## src/rds_defines.svh

```systemverilog
// Offsets, reset values, ranges and codes of the reel diameter parameters
`ifndef RDS_DEFINES_SVH
`define RDS_DEFINES_SVH

// ----------------------------------------------------------------------
// Parameter addresses
// ----------------------------------------------------------------------
`define RDS_ADDR_METHOD 16'h0C1B
`define RDS_ADDR_FULL 16'h0C1C
`define RDS_ADDR_EMPTY 16'h0C1D
`define RDS_ADDR_ORIGIN 16'h0C1E
`define RDS_ADDR_PRE_A 16'h0C1F
`define RDS_ADDR_PRE_B 16'h0C20
`define RDS_ADDR_PRE_C 16'h0C21
`define RDS_ADDR_PPT 16'h0C22
`define RDS_ADDR_TPL 16'h0C23
`define RDS_ADDR_THICK 16'h0C24
`define RDS_ADDR_CUR 16'h0C28

// ----------------------------------------------------------------------
// Reset values, diameters in tenths of a millimetre
// ----------------------------------------------------------------------
`define RDS_RST_METHOD 16'h0000
`define RDS_RST_FULL 16'hEA60
`define RDS_RST_EMPTY 16'h000A
`define RDS_RST_ORIGIN 16'h0000
`define RDS_RST_PRESET 16'h000A
`define RDS_RST_PPT 16'h0001
`define RDS_RST_TPL 16'h0001
`define RDS_RST_THICK 16'h0001
`define RDS_RST_CUR 16'h000A

// ----------------------------------------------------------------------
// Accepted ranges
// ----------------------------------------------------------------------
`define RDS_DIAM_MIN 16'h000A
`define RDS_DIAM_MAX 16'hEA60
`define RDS_PPT_MIN 16'h0001
`define RDS_PPT_MAX 16'hEA60
`define RDS_TPL_MIN 16'h0001
`define RDS_TPL_MAX 16'h2710
`define RDS_THICK_MIN 16'h0001
`define RDS_THICK_MAX 16'hFDE8
`define RDS_METHOD_MAX 16'h0005
`define RDS_ORIGIN_MAX 16'h0001

// ----------------------------------------------------------------------
// Method and origin codes
// ----------------------------------------------------------------------
`define RDS_M_LINE 16'h0000
`define RDS_M_ANALOG 16'h0001
`define RDS_M_REEL_CARD 16'h0002
`define RDS_M_MOTOR_CARD 16'h0003
`define RDS_M_REEL_TERM 16'h0004
`define RDS_M_MOTOR_TERM 16'h0005
`define RDS_ORIGIN_ANALOG 16'h0001

// Analog code width; full code 2**W stands for 10 V
`define RDS_ANALOG_W 12

`endif

```

## src/rds_pkg.sv

```systemverilog
// Types shared by the reel diameter source select block
package rds_pkg;

  typedef logic [15:0] rds_word_t;

  // ----------------------------------------------------------------------
  // Parameter selected by an address
  // ----------------------------------------------------------------------
  typedef enum logic [3:0] {
    RDS_R_METHOD,
    RDS_R_FULL,
    RDS_R_EMPTY,
    RDS_R_ORIGIN,
    RDS_R_PRE_A,
    RDS_R_PRE_B,
    RDS_R_PRE_C,
    RDS_R_PPT,
    RDS_R_TPL,
    RDS_R_THICK,
    RDS_R_CUR,
    RDS_R_NONE
  } rds_reg_t;

  // ----------------------------------------------------------------------
  // Whole state of the top module
  // ----------------------------------------------------------------------
  typedef struct packed {
    rds_word_t method;
    rds_word_t full;
    rds_word_t empty;
    rds_word_t origin;
    rds_word_t pre_a;
    rds_word_t pre_b;
    rds_word_t pre_c;
    rds_word_t ppt;
    rds_word_t tpl;
    rds_word_t thick;
    rds_word_t cur;
    rds_word_t rdata;
    logic ack;
    logic nak;
    logic load_prev;
    logic loaded;
    logic [5:0] onehot;
    logic use_card;
    logic use_term;
    logic use_motor;
  } rds_state_t;

endpackage : rds_pkg

```

## src/rds_diameter_select.sv

```systemverilog
// Reel diameter source selection, diameter parameters and preset loading
`timescale 1ns/100ps
`include "rds_defines.svh"

module rds_diameter_select #(
  parameter int ANALOG_W = `RDS_ANALOG_W
) (
  input wire logic SYS_CLK,
  input wire logic RESET_N,
  input wire logic PAR_WR,
  input wire logic PAR_RD,
  input wire logic [15:0] PAR_ADDR,
  input wire logic [15:0] PAR_WDATA,
  output rds_pkg::rds_word_t PAR_RDATA,
  output logic PAR_ACK,
  output logic PAR_NAK,
  input wire logic DRIVE_STOPPED,
  input wire logic TENSION_MODE,
  input wire logic PRESET_LOAD,
  input wire logic PRESET_SEL_A,
  input wire logic PRESET_SEL_B,
  input wire logic [ANALOG_W:0] ANALOG_INPUTS,
  input wire logic [15:0] CALC_DIAM,
  input wire logic CALC_VALID,
  output logic [5:0] METHOD_ONEHOT,
  output logic USE_ENCODER_CARD,
  output logic USE_PULSE_TERMINALS,
  output logic USE_MOTOR_ENCODER,
  output rds_pkg::rds_word_t DIAM_FULL_SCALE,
  output rds_pkg::rds_word_t DIAM_EMPTY_REEL,
  output rds_pkg::rds_word_t REEL_PULSES_PER_TURN,
  output rds_pkg::rds_word_t TURNS_PER_LAYER,
  output rds_pkg::rds_word_t MATERIAL_THICKNESS,
  output rds_pkg::rds_word_t CURRENT_DIAMETER,
  output logic PRESET_LOADED
);

  // ----------------------------------------------------------------------
  // Reset image
  // ----------------------------------------------------------------------
  localparam rds_pkg::rds_state_t RST_STATE = '{
    method: `RDS_RST_METHOD,
    full: `RDS_RST_FULL,
    empty: `RDS_RST_EMPTY,
    origin: `RDS_RST_ORIGIN,
    pre_a: `RDS_RST_PRESET,
    pre_b: `RDS_RST_PRESET,
    pre_c: `RDS_RST_PRESET,
    ppt: `RDS_RST_PPT,
    tpl: `RDS_RST_TPL,
    thick: `RDS_RST_THICK,
    cur: `RDS_RST_CUR,
    rdata: 16'h0000,
    ack: 1'b0,
    nak: 1'b0,
    load_prev: 1'b0,
    loaded: 1'b0,
    onehot: 6'h01,
    use_card: 1'b0,
    use_term: 1'b0,
    use_motor: 1'b0
  };

  rds_pkg::rds_state_t s_q;
  rds_pkg::rds_state_t s_d;
  rds_pkg::rds_word_t ana_diam;
  rds_pkg::rds_reg_t sel;

  // ----------------------------------------------------------------------
  // Helper functions
  // ----------------------------------------------------------------------
  function automatic logic in_range(
    input logic [15:0] v,
    input logic [15:0] lo,
    input logic [15:0] hi
  );
    in_range = (v >= lo) && (v <= hi);
  endfunction : in_range

  function automatic rds_pkg::rds_word_t clamp_diam(input logic [15:0] v);
    if (v < `RDS_DIAM_MIN) begin
      clamp_diam = `RDS_DIAM_MIN;
    end else if (v > `RDS_DIAM_MAX) begin
      clamp_diam = `RDS_DIAM_MAX;
    end else begin
      clamp_diam = v;
    end
  endfunction : clamp_diam

  function automatic rds_pkg::rds_reg_t decode(input logic [15:0] a);
    case (a)
      `RDS_ADDR_METHOD: decode = rds_pkg::RDS_R_METHOD;
      `RDS_ADDR_FULL: decode = rds_pkg::RDS_R_FULL;
      `RDS_ADDR_EMPTY: decode = rds_pkg::RDS_R_EMPTY;
      `RDS_ADDR_ORIGIN: decode = rds_pkg::RDS_R_ORIGIN;
      `RDS_ADDR_PRE_A: decode = rds_pkg::RDS_R_PRE_A;
      `RDS_ADDR_PRE_B: decode = rds_pkg::RDS_R_PRE_B;
      `RDS_ADDR_PRE_C: decode = rds_pkg::RDS_R_PRE_C;
      `RDS_ADDR_PPT: decode = rds_pkg::RDS_R_PPT;
      `RDS_ADDR_TPL: decode = rds_pkg::RDS_R_TPL;
      `RDS_ADDR_THICK: decode = rds_pkg::RDS_R_THICK;
      `RDS_ADDR_CUR: decode = rds_pkg::RDS_R_CUR;
      default: decode = rds_pkg::RDS_R_NONE;
    endcase
  endfunction : decode

  function automatic rds_pkg::rds_word_t read_word(
    input rds_pkg::rds_reg_t r,
    input rds_pkg::rds_state_t s
  );
    case (r)
      rds_pkg::RDS_R_METHOD: begin
        read_word = s.method;
      end
      rds_pkg::RDS_R_FULL: begin
        read_word = s.full;
      end
      rds_pkg::RDS_R_EMPTY: begin
        read_word = s.empty;
      end
      rds_pkg::RDS_R_ORIGIN: begin
        read_word = s.origin;
      end
      rds_pkg::RDS_R_PRE_A: begin
        read_word = s.pre_a;
      end
      rds_pkg::RDS_R_PRE_B: begin
        read_word = s.pre_b;
      end
      rds_pkg::RDS_R_PRE_C: begin
        read_word = s.pre_c;
      end
      rds_pkg::RDS_R_PPT: begin
        read_word = s.ppt;
      end
      rds_pkg::RDS_R_TPL: begin
        read_word = s.tpl;
      end
      rds_pkg::RDS_R_THICK: begin
        read_word = s.thick;
      end
      rds_pkg::RDS_R_CUR: begin
        read_word = s.cur;
      end
      default: read_word = 16'h0000;
    endcase
  endfunction : read_word

  // ----------------------------------------------------------------------
  // Analog diameter scaling
  // ----------------------------------------------------------------------
  rds_analog_scale #(
    .ANALOG_W(ANALOG_W)
  ) u_scale (
    .clk(SYS_CLK),
    .reset_n(RESET_N),
    .code(ANALOG_INPUTS),
    .full_scale(s_q.full),
    .diam(ana_diam)
  );

  // ----------------------------------------------------------------------
  // Next state
  // ----------------------------------------------------------------------
  always_comb begin
    logic ok;
    ok = 1'b0;
    sel = decode(PAR_ADDR);
    s_d = s_q;
    s_d.ack = 1'b0;
    s_d.nak = 1'b0;
    s_d.loaded = 1'b0;
    s_d.load_prev = PRESET_LOAD;

    // Current diameter follows the selected source
    if (s_q.method == `RDS_M_ANALOG) begin
      s_d.cur = clamp_diam(ana_diam);
    end else if (CALC_VALID && !DRIVE_STOPPED) begin
      s_d.cur = clamp_diam(CALC_DIAM);
    end

    // Analog origin overwrites preset A
    if (s_q.origin == `RDS_ORIGIN_ANALOG) begin
      s_d.pre_a = clamp_diam(ana_diam);
    end

    // Parameter access, whole 16-bit words only
    if (PAR_WR) begin
      case (sel)
        rds_pkg::RDS_R_METHOD: begin
          ok = in_range(PAR_WDATA, 16'h0000, `RDS_METHOD_MAX);
          if (ok) begin
            s_d.method = PAR_WDATA;
          end
        end
        rds_pkg::RDS_R_FULL: begin
          ok = in_range(PAR_WDATA, `RDS_DIAM_MIN, `RDS_DIAM_MAX);
          if (ok) begin
            s_d.full = PAR_WDATA;
          end
        end
        rds_pkg::RDS_R_EMPTY: begin
          ok = in_range(PAR_WDATA, `RDS_DIAM_MIN, `RDS_DIAM_MAX);
          if (ok) begin
            s_d.empty = PAR_WDATA;
          end
        end
        rds_pkg::RDS_R_ORIGIN: begin
          ok = in_range(PAR_WDATA, 16'h0000, `RDS_ORIGIN_MAX);
          if (ok) begin
            s_d.origin = PAR_WDATA;
          end
        end
        rds_pkg::RDS_R_PRE_A: begin
          ok = (s_q.origin != `RDS_ORIGIN_ANALOG) &&
               in_range(PAR_WDATA, `RDS_DIAM_MIN, `RDS_DIAM_MAX);
          if (ok) begin
            s_d.pre_a = PAR_WDATA;
          end
        end
        rds_pkg::RDS_R_PRE_B: begin
          ok = in_range(PAR_WDATA, `RDS_DIAM_MIN, `RDS_DIAM_MAX);
          if (ok) begin
            s_d.pre_b = PAR_WDATA;
          end
        end
        rds_pkg::RDS_R_PRE_C: begin
          ok = in_range(PAR_WDATA, `RDS_DIAM_MIN, `RDS_DIAM_MAX);
          if (ok) begin
            s_d.pre_c = PAR_WDATA;
          end
        end
        rds_pkg::RDS_R_PPT: begin
          ok = in_range(PAR_WDATA, `RDS_PPT_MIN, `RDS_PPT_MAX);
          if (ok) begin
            s_d.ppt = PAR_WDATA;
          end
        end
        rds_pkg::RDS_R_TPL: begin
          ok = in_range(PAR_WDATA, `RDS_TPL_MIN, `RDS_TPL_MAX);
          if (ok) begin
            s_d.tpl = PAR_WDATA;
          end
        end
        rds_pkg::RDS_R_THICK: begin
          ok = in_range(PAR_WDATA, `RDS_THICK_MIN, `RDS_THICK_MAX);
          if (ok) begin
            s_d.thick = PAR_WDATA;
          end
        end
        rds_pkg::RDS_R_CUR: begin
          ok = DRIVE_STOPPED &&
               in_range(PAR_WDATA, `RDS_DIAM_MIN, `RDS_DIAM_MAX);
          if (ok) begin
            s_d.cur = PAR_WDATA;
          end
        end
        default: begin
          ok = 1'b0;
        end
      endcase
      s_d.ack = ok;
      s_d.nak = !ok;
    end else if (PAR_RD) begin
      s_d.rdata = read_word(sel, s_q);
      s_d.ack = (sel != rds_pkg::RDS_R_NONE);
      s_d.nak = (sel == rds_pkg::RDS_R_NONE);
    end

    // Preset loading on the rising edge of the load function
    if (PRESET_LOAD && !s_q.load_prev && DRIVE_STOPPED &&
        TENSION_MODE) begin
      case ({PRESET_SEL_B, PRESET_SEL_A})
        2'b00: begin
          s_d.cur = s_q.pre_a;
        end
        2'b01: begin
          s_d.cur = s_q.pre_b;
        end
        2'b10: begin
          s_d.cur = s_q.pre_c;
        end
        default: begin
          s_d.cur = `RDS_RST_CUR;
        end
      endcase
      s_d.loaded = 1'b1;
    end

    // Source routing decoded from the method field
    s_d.onehot = 6'h01 << s_d.method[2:0];
    s_d.use_card = (s_d.method == `RDS_M_REEL_CARD) ||
                   (s_d.method == `RDS_M_MOTOR_CARD);
    s_d.use_term = (s_d.method == `RDS_M_REEL_TERM) ||
                   (s_d.method == `RDS_M_MOTOR_TERM);
    s_d.use_motor = (s_d.method == `RDS_M_MOTOR_CARD) ||
                    (s_d.method == `RDS_M_MOTOR_TERM);
  end

  // ----------------------------------------------------------------------
  // State register
  // ----------------------------------------------------------------------
  always_ff @(posedge SYS_CLK) begin
    if (!RESET_N) begin
      s_q <= RST_STATE;
    end else begin
      s_q <= s_d;
    end
  end

  // ----------------------------------------------------------------------
  // Outputs
  // ----------------------------------------------------------------------
  assign PAR_RDATA = s_q.rdata;
  assign PAR_ACK = s_q.ack;
  assign PAR_NAK = s_q.nak;
  assign METHOD_ONEHOT = s_q.onehot;
  assign USE_ENCODER_CARD = s_q.use_card;
  assign USE_PULSE_TERMINALS = s_q.use_term;
  assign USE_MOTOR_ENCODER = s_q.use_motor;
  assign DIAM_FULL_SCALE = s_q.full;
  assign DIAM_EMPTY_REEL = s_q.empty;
  assign REEL_PULSES_PER_TURN = s_q.ppt;
  assign TURNS_PER_LAYER = s_q.tpl;
  assign MATERIAL_THICKNESS = s_q.thick;
  assign CURRENT_DIAMETER = s_q.cur;
  assign PRESET_LOADED = s_q.loaded;

endmodule : rds_diameter_select

```

## src/rds_analog_scale.sv

```systemverilog
// Scales an analog code to a diameter against the full-scale diameter
`timescale 1ns/100ps
`include "rds_defines.svh"

module rds_analog_scale #(
  parameter int ANALOG_W = `RDS_ANALOG_W
) (
  input wire logic clk,
  input wire logic reset_n,
  input wire logic [ANALOG_W:0] code,
  input wire rds_pkg::rds_word_t full_scale,
  output rds_pkg::rds_word_t diam
);

  typedef struct packed {
    rds_pkg::rds_word_t diam;
  } rds_scale_state_t;

  localparam logic [ANALOG_W:0] FULL_CODE = {1'b1, {ANALOG_W{1'b0}}};

  rds_scale_state_t s_q;
  rds_scale_state_t s_d;
  logic [ANALOG_W:0] code_lim;
  logic [ANALOG_W+16:0] product;

  // ----------------------------------------------------------------------
  // Full code equals full-scale diameter
  // ----------------------------------------------------------------------
  always_comb begin
    code_lim = (code > FULL_CODE) ? FULL_CODE : code;
    product = code_lim * full_scale;
    s_d.diam = product[ANALOG_W +: 16];
  end

  always_ff @(posedge clk) begin
    if (!reset_n) begin
      s_q <= '{diam: 16'h0000};
    end else begin
      s_q <= s_d;
    end
  end

  assign diam = s_q.diam;

endmodule : rds_analog_scale

```

## config.mk

```make
export PLATFORM = sky130hd
export DESIGN_NAME = rds_diameter_select
export DESIGN_NICKNAME = d
export VERILOG_FILES = /design/src/rds_pkg.sv /design/src/rds_diameter_select.sv /design/src/rds_analog_scale.sv
export VERILOG_INCLUDE_DIRS = /design/src /design/src/src
export SDC_FILE = /design/constraint.sdc
export NUM_CORES = 1
export LEC_CHECK = 0
export BUFFER_PORTS_ARGS = -buffer_cell sky130_fd_sc_hd__buf_2
export CAP_MARGIN = 0
export CORE_ASPECT_RATIO = 0.9
export CORE_MARGIN = 5
export CORE_UTILIZATION = 25
export CTS_CLUSTER_DIAMETER = 50
export DETAILED_ROUTE_END_ITERATION = 6
export GPL_TIMING_DRIVEN = 0
export PLACE_DENSITY = 0.47
export SLEW_MARGIN = 20
export SYNTH_ARGS = -nofsm -noshare
export SYNTH_HDL_FRONTEND = slang
export SYNTH_SLANG_ARGS = --single-unit
```

## constraint.sdc

```tcl
create_clock -name SYS_CLK -period 13.3 [get_ports SYS_CLK]
set_clock_uncertainty 0.15 [all_clocks]
set_input_delay 0.665 -clock SYS_CLK [delete_from_list [all_inputs] [get_ports SYS_CLK]]
set_output_delay 0.665 -clock SYS_CLK [all_outputs]
set_load 0.02 [all_outputs]
```

==> results.json, run 1 <==
{
  "ys.flop_type": "dfxtp_1",
  "end_kind": "flop",
  "setup_violations": 0,
  "start_util_pct": 25.1,
  "reg2reg_from": "DIAM_FULL_SCALE[0]",
  "vdd_drop_max_v": 0.0000779,
  "remaining_drc_errors": 0,
  "syn_inst": 1997,
  "cp.required_ns": 13.61,
  "insertion_delay_ns": 0.54,
  "worst_pin_slew_ns": 1.00,
  "hp-start": "PRESET_LOAD",
  "met3_length_um": 4720,
  "arrival_ns": 7.82,
  "critPathLaunchType": "input pin",
  "numCtsBuffers": 27,
  "drt-vias-per-instance": 4.84,
  "wirelength_um": 68000,
  "grt_max_degree": 14,
  "wl_met2_um": 30700,
  "post-route-worst-setup-slack_ns": 5.80,
  "final_util_pct": 29.4,
  "synth_edf_count": 0,
  "m1WireLength_um": 31000,
  "grt-ovfl-total": 0,
  "routed.top_layer": "met5",
  "antenna_found_initial": 9,
  "dieArea_um2": 75400,
  "finalHoldViolCount": 0,
  "route.vias.total": 15360,
  "cts_sinks": 221,
  "final_cell_mix": "nand2_1 (235), dfxtp_1 (221), buf_2 (205), inv_1 (195), fa_1 (152)",
  "power_mw": 1.97,
  "r2r_setup_slack_ns": 6.63,
  "grt_pass1_vias": 15436,
  "status": "finished, final reports clean",
  "cap_violations": 0,
  "holdBufCountCts": 0,
  "fp.coreArea_um2": 69800,
  "hpwl_um": 54500,
  "syn_nets": 2287,
  "crit_chain": "buf_2, clkbuf_1, clkbuf_1, nor2b_1, clkbuf_1, nand2_1, fa_1, fa_1, inv_1, fa_1, fa_1, inv_1, fa_1, inv_1, ha_1, nand4_1, a211oi_1, o221ai_1, a31oi_1, nor3_1, or3_1, a21oi_1",
  "r2r_cells": 18,
  "track_usage_pct": 17.5,
  "pre_cts_slack_ns": 5.20,
  "clockBufferDepth": 3,
  "yosysSeqAreaShare_pct": 25.3,
  "nNetsFinal": 2501,
  "root_buffer": "clkbuf_16",
  "cts_tree": "done",
  "core.rowCount": 92,
  "clk_pin_slew_worst_paths_ns": 0.06,
  "place.gp.congestion": 0.892,
  "portBuffers": 185,
  "die_h_um": 261,
  "cellLeakagePower_nw": 9.31,
  "hold_path.class": "input pin to flop",
  "holdWs_ns": 0.234,
  "syn_to_final_growth_pct": 17.1,
  "critPathKind": "input pin to flop",
  "synth_cell_types": 81,
  "post_cts_resized": 0,
  "cp_common_cell": "fa_1",
  "post_cts_buffers": 0,
  "final_common_cell": "nand2_1",
  "whs_path_depth": 2,
  "syn_area_per_cell_um2": 8.77,
  "grt_first_pass_wirelength_um": 100000,
  "slowest_stage": "fa_1",
  "slew_headroom_pct": 33.0,
  "crit_fanout": 10,
  "hold_end": "s_q[10]",
  "fmax_mhz": 133,
  "synthArstFlopShare_pct": 0,
  "rsz0062_at_grt": "false",
  "slowest_delay_ns": 0.67,
  "die_x_um": 289,
  "htreeDepth": 1,
  "firstDrtPassIters": 6,
  "synth_area_um2": 17500,
  "period_share_pct": 56.4,
  "yosys_warnings": 0,
  "ys_ff_latch": 221,
  "worstReg2RegEnd": "u_scale.diam[15]",
  "routedWlPerCell_um": 21.5,
  "drive_above_1_share_pct": 18.6,
  "period_needed_ns": 7.50,
  "ant_nets": 0,
  "pin_count": 195,
  "drv_slew": 0,
  "final.setup.tns_ns": 0,
  "p_per_area_nw_per_um2": 96.3,
  "drt_iter0_markers": 1568
}
## cell type report
class	count	area (um2)
Antenna cell	1	2.50
Timing Repair Buffer	185	926
Tap cell	940	1180
Sequential cell	221	4420
Clock inverter	10	110
Fill cell	7560	49300
Buffer	248	1490
Multi-Input combinational cell	1333	10900
Clock buffer	39	781
Inverter	195	732
## cell usage after synthesis, drive strengths merged, types with 10 or more instances
cell    instances  area [um2]
dfxtp         221        4420
and2          124         776
nand3          22         115
nor3           19         111
mux2i         116        1160
nand2         235         882
clkbuf         91         360
fa            152        3040
a222oi         32         320
and3           40         250
nor2          136         533
ha             67         838
inv           195         732
nand2b         12        75.1
buf           157        1130
o221ai         10        87.6
a22oi          35         263
nand4          16         128
o21ai          25         125
a311oi         11         103
a31oi          26         163
nor4           15         130
a21o           26         195
nor2b          20         125
a21oi          71         355
## sequential cells by signal (all words and copies together) (netlist names)
register              count
DIAM_EMPTY_REEL          16
PRESET_LOADED             1
USE_PULSE_TERMINALS       1
MATERIAL_THICKNESS       16
TURNS_PER_LAYER          16
CURRENT_DIAMETER         16
DIAM_FULL_SCALE          16
USE_ENCODER_CARD          1
u_scale.diam             16
PAR_ACK                   1
REEL_PULSES_PER_TURN     16
PAR_NAK                   1
s_q                      81
PAR_RDATA                16
USE_MOTOR_ENCODER         1
METHOD_ONEHOT             6
## cell families (layout without fill, tap and decap cells)
group | count (synthesis) | after routing | share of synthesized area [%]
flip-flops | 221 | 221 | 25.3
other | 0 | 1 | 0
buffers and inverters | 443 | 677 | 12.7
XOR/XNOR | 13 | 13 | 0.650
multiplexers | 119 | 119 | 6.82
AO/OA/AOI/OAI | 299 | 299 | 12.2
AND/OR/NAND/NOR | 683 | 683 | 20.2
adder cells (fa/ha/maj) | 219 | 219 | 22.2
## critical path: cells and delay by family
| family | cells | cell delay, ns |
|---|---|---|
| compound gates | 4 | 1.22 |
| fa+ha+maj | 6 | 3.05 |
| buf+inv | 7 | 1.49 |
| simple gates | 5 | 1.37 |
## how the worst max path moves through the flow
stage                                  from          endpoint  slack [ns]
after global placement    ANALOG_INPUTS[12]  u_scale.diam[15]        5.26
after global routing      ANALOG_INPUTS[12]  u_scale.diam[15]        5.40
after floorplan           ANALOG_INPUTS[12]   u_scale.diam[8]        6.97
after CTS                 ANALOG_INPUTS[12]  u_scale.diam[15]        5.74
after detailed placement  ANALOG_INPUTS[12]  u_scale.diam[15]        5.20
final                     ANALOG_INPUTS[12]  u_scale.diam[15]        5.80
## power breakdown
| group | internal, mW | switching [mW] |
|---|---|---|
| clock network | 0.431 | 0.301 |
| logic | 0.201 | 0.317 |
| registers | 0.687 | 0.0376 |
## layer usage
| metal | vias up | track usage (%) |
|---|---|---|
| met5 | - | 0 |
| met4 | 4 | 3.48 |
| met3 | 103 | 2.78 |
| met2 | 584 | 27.9 |
| met1 | 7638 | 25.2 |
| li1 | 7031 | - |
## through the flow
stage | instance area [um2] | cells
floorplan | 17500 | 1997
global route | 20500 | 3171
CTS | 20500 | 3171
finish | 20500 | 3172
detailed placement | 19600 | 3122
global placement | 19600 | 3122
No activity file was read; power rests on OpenSTA's default activity.
==> run 2: changes to the inputs <==
--- a/config.mk
+++ b/config.mk
@@ -14,7 +14,7 @@
 export CTS_CLUSTER_DIAMETER = 50
 export DETAILED_ROUTE_END_ITERATION = 6
 export GPL_TIMING_DRIVEN = 0
-export PLACE_DENSITY = 0.47
+export PLACE_DENSITY = 0.48
 export SLEW_MARGIN = 20
 export SYNTH_ARGS = -nofsm -noshare
 export SYNTH_HDL_FRONTEND = slang
==> constraint.sdc (replaced) <==
create_clock -name SYS_CLK -period 6.4 [get_ports SYS_CLK]
set_clock_uncertainty 0.15 [all_clocks]
set_input_delay 0.32 -clock SYS_CLK [delete_from_list [all_inputs] [get_ports SYS_CLK]]
set_output_delay 0.32 -clock SYS_CLK [all_outputs]
set_load 0.02 [all_outputs]
==> results.json, run 2 (synthesis gave the netlist of run 1 again) <==
{
  "fmax_mhz": 161,
  "die_x_um": 289,
  "finalHoldViolCount": 0,
  "period_needed_ns": 6.20,
  "arrival_ns": 6.46,
  "final_common_cell": "nand2_1",
  "pre_cts_slack_ns": -1.30,
  "numCtsBuffers": 26,
  "largest_reg_flops": 81,
  "cts_tree": "done",
  "root_buffer": "clkbuf_16",
  "htreeDepth": 1,
  "violations": "design-rule violations",
  "cellLeakagePower_nw": 9.40,
  "critPathLaunchType": "flop",
  "insertion_delay_ns": 0.54,
  "place.gp.congestion": 0.895,
  "final_cell_mix": "nand2_1 (235), dfxtp_1 (208), buf_2 (207), inv_1 (195), fa_1 (152)",
  "cap_violations": 0,
  "remaining_drc_errors": 16,
  "core.rowCount": 92,
  "cts_sinks": 221,
  "crit_chain": "clkbuf_2, and2_1, fa_1, fa_1, fa_1, fa_1, inv_1, fa_1, inv_1, ha_1, a2111o_1, a21o_1, o22ai_1, a21oi_1, o21a_1, o2111ai_1, or3b_2",
  "post-route-worst-setup-slack_ns": 0.200,
  "firstDrtPassIters": 7,
  "routedWlPerCell_um": 21.1,
  "dieArea_um2": 75400,
  "die_h_um": 261,
  "cp.required_ns": 6.66,
  "clockBufferDepth": 3,
  "grt-ovfl-total": 0,
  "status": "complete, but fails checks",
  "portBuffers": 185,
  "drv_slew": 0,
  "clk_pin_slew_worst_paths_ns": 0.06,
  "grt_max_degree": 13,
  "grt_pass1_vias": 15382,
  "setup_violations": 0,
  "slew_headroom_pct": 34.4,
  "critical-path-top-delay-family": "adder cells",
  "largest_register": "s_q",
  "drive_above_1_share_pct": 20.7,
  "grt_first_pass_wirelength_um": 98700,
  "fp.coreArea_um2": 69800,
  "drt_iter0_markers": 1488,
  "start_util_pct": 25.1,
  "vdd_drop_max_v": 0.000166,
  "n_fill_cell": 7533,
  "slowest_delay_ns": 0.66,
  "ant_nets": 0,
  "end_kind": "flop",
  "holdWs_ns": 0.0327,
  "final.setup.tns_ns": 0,
  "hold_path.class": "input pin to flop",
  "cp_common_cell": "fa_1",
  "hpwl_um": 53800,
  "drt-vias-per-instance": 4.85,
  "p_per_area_nw_per_um2": 197,
  "nNetsFinal": 2501,
  "route.vias.total": 15377,
  "critPathKind": "flop to flop",
  "track_usage_pct": 17.2,
  "syn_to_final_growth_pct": 17.5,
  "post_cts_buffers": 0,
  "period_share_pct": 96.9,
  "slowest_stage": "fa_1",
  "antenna_found_initial": 10,
  "crit_fanout": 10,
  "crit_buf_inv": 3,
  "pin_count": 195,
  "wirelength_um": 67000,
  "worst_pin_slew_ns": 0.985,
  "rsz0062_at_grt": "true"
}
[run 2: cell types whose count changed in the layout (fill, tap and decap cells not counted), moves of 3 or more]
cell | before | now
clkbuf_1 | 92 | 65
clkbuf_2 | 0 | 23
dfxtp_1 | 221 | 208
dfxtp_2 | 0 | 13
nor2b_1 | 20 | 10
nor2b_2 | 0 | 7
nor2b_4 | 0 | 3
[run 2: power breakdown]
part	switching, mW	internal [mW]
clock	0.600	0.862
combinational	0.666	0.420
sequential	0.0752	1.43
total	1.34	2.71
[run 2: area by class of cell]
| class | instances | area (um2) | share of cell area, % |
|---|---|---|---|
| antenna | 1 | 2.50 | 0.0122 |
| timing repair buffer | 187 | 946 | 4.60 |
| inverter | 195 | 732 | 3.56 |
| sequential | 221 | 4440 | 21.6 |
| clock inverter | 8 | 81.3 | 0.395 |
| multi-input combinational | 1333 | 10900 | 53.0 |
| tap | 940 | 1180 | 5.72 |
| clock buffer | 38 | 757 | 3.68 |
| buffer | 247 | 1530 | 7.42 |
[run 2: worst paths after layout]
check / startpoint / end / slack, ns / cells after the start
worst max-delay path: DIAM_FULL_SCALE[4] / u_scale.diam[8] / 0.20 / 17
worst min-delay path: PAR_WDATA[14] / DIAM_EMPTY_REEL[14] / 0.03 / 3
worst max register to register: DIAM_FULL_SCALE[4] / u_scale.diam[8] / 0.20 / 17
worst min register to register: PAR_RDATA[7] / PAR_RDATA[7] / 0.31 / 1
[run 2: what timing repair did]
action                     in CTS  in global routing
gates cloned                    0                  0
hold endpoints to repair        2                  0
setup endpoints to repair      13                  5
pin swaps                       0                  0
gates resized for setup        33                 33
hold buffers                    2                  0
[run 2: per-stage QoR]
step	util [%]	instance area [um2]	power, mW	cells
3_3_place_gp	28.1	19600	2.59	3122
4_1_cts	29.4	20500	4.06	3169
2_1_floorplan	-	17500	2.24	1997
5_1_grt	29.5	20600	4.26	3169
3_5_place_dp	28.1	19600	2.59	3122
6_report	29.5	20600	4.05	3170
[run 2: per-layer routing]
| layer | track usage [%] | vias up | share of wire (%) |
|---|---|---|---|
| li1 | - | 7039 | - |
| met1 | 24.0 | 7636 | 44 |
| met2 | 27.9 | 602 | 46 |
| met3 | 3.35 | 94 | 7.9 |
| met4 | 3.08 | 6 | 2.1 |
| met5 | 0 | - | 0.061 |
[run 2: tightest hold or removal path, stage by stage]
cell and delay [ns]:
buf_4 0.20, nand2_1 0.09, a21oi_1 0.06
==> run 3: changes to the inputs <==
--- a/config.mk
+++ b/config.mk
@@ -15,6 +15,7 @@
 export DETAILED_ROUTE_END_ITERATION = 6
 export GPL_TIMING_DRIVEN = 0
 export PLACE_DENSITY = 0.48
+export RECOVER_POWER = 100
 export SLEW_MARGIN = 20
 export SYNTH_ARGS = -nofsm -noshare
 export SYNTH_HDL_FRONTEND = slang
==> results.json, run 3 (synthesis gave the netlist of run 1 again) <==
{
  "status": "complete, but fails checks",
  "violations": "design-rule violations",
  "seq_power_share_pct": 37.1,
  "firstDrtPassIters": 7,
  "worstReg2RegEnd": "u_scale.diam[8]",
  "die_h_um": 261,
  "ant_nets": 0,
  "pin_count": 195,
  "track_usage_pct": 17.2,
  "hp-start": "PAR_WDATA[14]",
  "nNetsFinal": 2501,
  "vdd_drop_max_v": 0.000167,
  "fmax_mhz": 161,
  "cap_violations": 0,
  "final_common_cell": "nand2_1",
  "period_share_pct": 97.4,
  "pre_cts_slack_ns": -1.30,
  "power_mw": 4.04,
  "cp.required_ns": 6.66,
  "numCtsBuffers": 26,
  "largest_register": "s_q",
  "p_per_area_nw_per_um2": 199,
  "clk_pin_slew_worst_paths_ns": 0.06,
  "drv_slew": 0,
  "cts_sinks": 221,
  "crit_buf_inv": 4,
  "cts_tree": "done",
  "worst_pin_slew_ns": 1.44,
  "grt_pass1_vias": 15382,
  "finalHoldViolCount": 0,
  "multiInputGateArea_um2": 10800,
  "final_cell_mix": "nand2_1 (235), dfxtp_1 (208), inv_1 (195), clkbuf_1 (187), fa_1 (152)",
  "drt_iter0_markers": 1463,
  "insertion_delay_ns": 0.54,
  "cellLeakagePower_nw": 8.85,
  "dieArea_um2": 75400,
  "antenna_found_initial": 10,
  "end_kind": "flop",
  "crit_fanout": 11,
  "place.gp.congestion": 0.895,
  "post-route-worst-setup-slack_ns": 0.169,
  "crit_chain": "buf_2, nor2b_2, clkbuf_2, and2_1, fa_1, fa_1, fa_1, fa_1, inv_1, fa_1, inv_1, ha_1, a2111o_1, a21o_1, o22ai_1, a21oi_1, o21a_1, o2111ai_1, or3b_2",
  "drive_above_1_share_pct": 14.6,
  "setup_violations": 0,
  "clock_power_share_pct": 36.1,
  "wirelength_um": 67200,
  "whs_path_depth": 3,
  "r2r_setup_slack_ns": 0.20,
  "hold_path.class": "input pin to flop",
  "grt_max_degree": 13,
  "combinationalPowerShare_pct": 26.7,
  "cp_common_cell": "fa_1",
  "grt-ovfl-total": 0,
  "critical-path-top-delay-family": "adder cells",
  "slowest_stage": "fa_1",
  "htreeDepth": 1,
  "post_cts_buffers": 0,
  "critPathKind": "input pin to flop",
  "critPathLaunchType": "input pin",
  "start_util_pct": 25.1,
  "hold_end": "DIAM_EMPTY_REEL[14]",
  "root_buffer": "clkbuf_16",
  "die_x_um": 289,
  "placed_area_um2": 19600,
  "reg2reg_from": "DIAM_FULL_SCALE[4]",
  "drt-vias-per-instance": 4.88,
  "fp.coreArea_um2": 69800,
  "final_util_pct": 29.1,
  "grt_first_pass_wirelength_um": 98700,
  "slowest_delay_ns": 0.66,
  "clockBufferDepth": 3,
  "hpwl_um": 53800,
  "p_sw_share_pct": 33.1,
  "design_area_um2": 20300,
  "n_fill_cell": 7605,
  "final.setup.tns_ns": 0,
  "r2r_cells": 17,
  "slew_headroom_pct": 2.83,
  "portBuffers": 185,
  "remaining_drc_errors": 10,
  "core.rowCount": 92,
  "syn_to_final_growth_pct": 15.8,
  "largest_reg_flops": 81,
  "period_needed_ns": 6.23,
  "route.vias.total": 15467,
  "routedWlPerCell_um": 21.2,
  "seqCellArea_um2": 4440,
  "p_int_mw": 2.71,
  "p_sw_mw": 1.34,
  "rsz0062_at_grt": "true",
  "arrival_ns": 6.49
}
## run 3: power by group through the flow
stage                     Sequential, mW  Combinational, mW  Clock (mW)
after floorplan                     1.49              0.753           0
final                               1.50               1.08        1.46
after global routing                1.50               1.21        1.54
after detailed placement            1.53               1.07           0
after CTS                           1.50               1.08        1.48
after global placement              1.53               1.06           0
## run 3: area by class of cell
class | count | share of cell area [%]
inverter | 195 | 3.61
tap | 940 | 5.80
sequential | 221 | 21.9
timing repair buffer | 187 | 4.03
antenna | 1 | 0.0123
clock buffer | 38 | 3.73
buffer | 247 | 7.20
clock inverter | 8 | 0.401
multi-input combinational | 1333 | 53.3
## run 3: worst register-to-register path, delay by kind of cell (launching register included)
family	cells	cell delay (ns)
adders and majority gates	6	2.95
AOI/OAI and AO/OA	6	1.38
and+or+nand+nor	2	0.67
DFF	1	0.47
buffers and inverters	3	0.45
## run 3: how the worst max path moves through the flow
stage | cells after the start | slack, ns | end | start
2_1_floorplan | 21 | 0.41 | u_scale.diam[8] | ANALOG_INPUTS[12]
3_3_place_gp | 22 | -1.29 | u_scale.diam[15] | ANALOG_INPUTS[12]
3_5_place_dp | 22 | -1.30 | u_scale.diam[15] | ANALOG_INPUTS[12]
4_1_cts | 17 | 0.02 | u_scale.diam[8] | DIAM_FULL_SCALE[4]
5_1_grt | 21 | -0.03 | u_scale.diam[14] | ANALOG_INPUTS[12]
6_report | 19 | 0.17 | u_scale.diam[8] | ANALOG_INPUTS[12]
## run 3: routing by layer
metal / GRT usage (%) / routed length [um]
met3: 3.35 / 5140
met2: 27.9 / 30700
met4: 3.08 / 1390
met1: 24.0 / 29900
met5: 0 / 41
## run 3: what timing repair did
item	4_1_cts	5_1_grt
endpoints found under the hold margin	2	0
hold buffers	2	0
gates resized for setup	33	33
setup endpoints to repair	13	5
## run 3: through the flow
| stage | hold slack (ns) | instances |
|---|---|---|
| 5_1_grt | 0.0268 | 3169 |
| 3_5_place_dp | 0.300 | 3122 |
| 4_1_cts | 0.00339 | 3169 |
| 3_3_place_gp | 0.295 | 3122 |
| 6_report | 0.0337 | 3170 |
| 2_1_floorplan | 0.277 | 1997 |
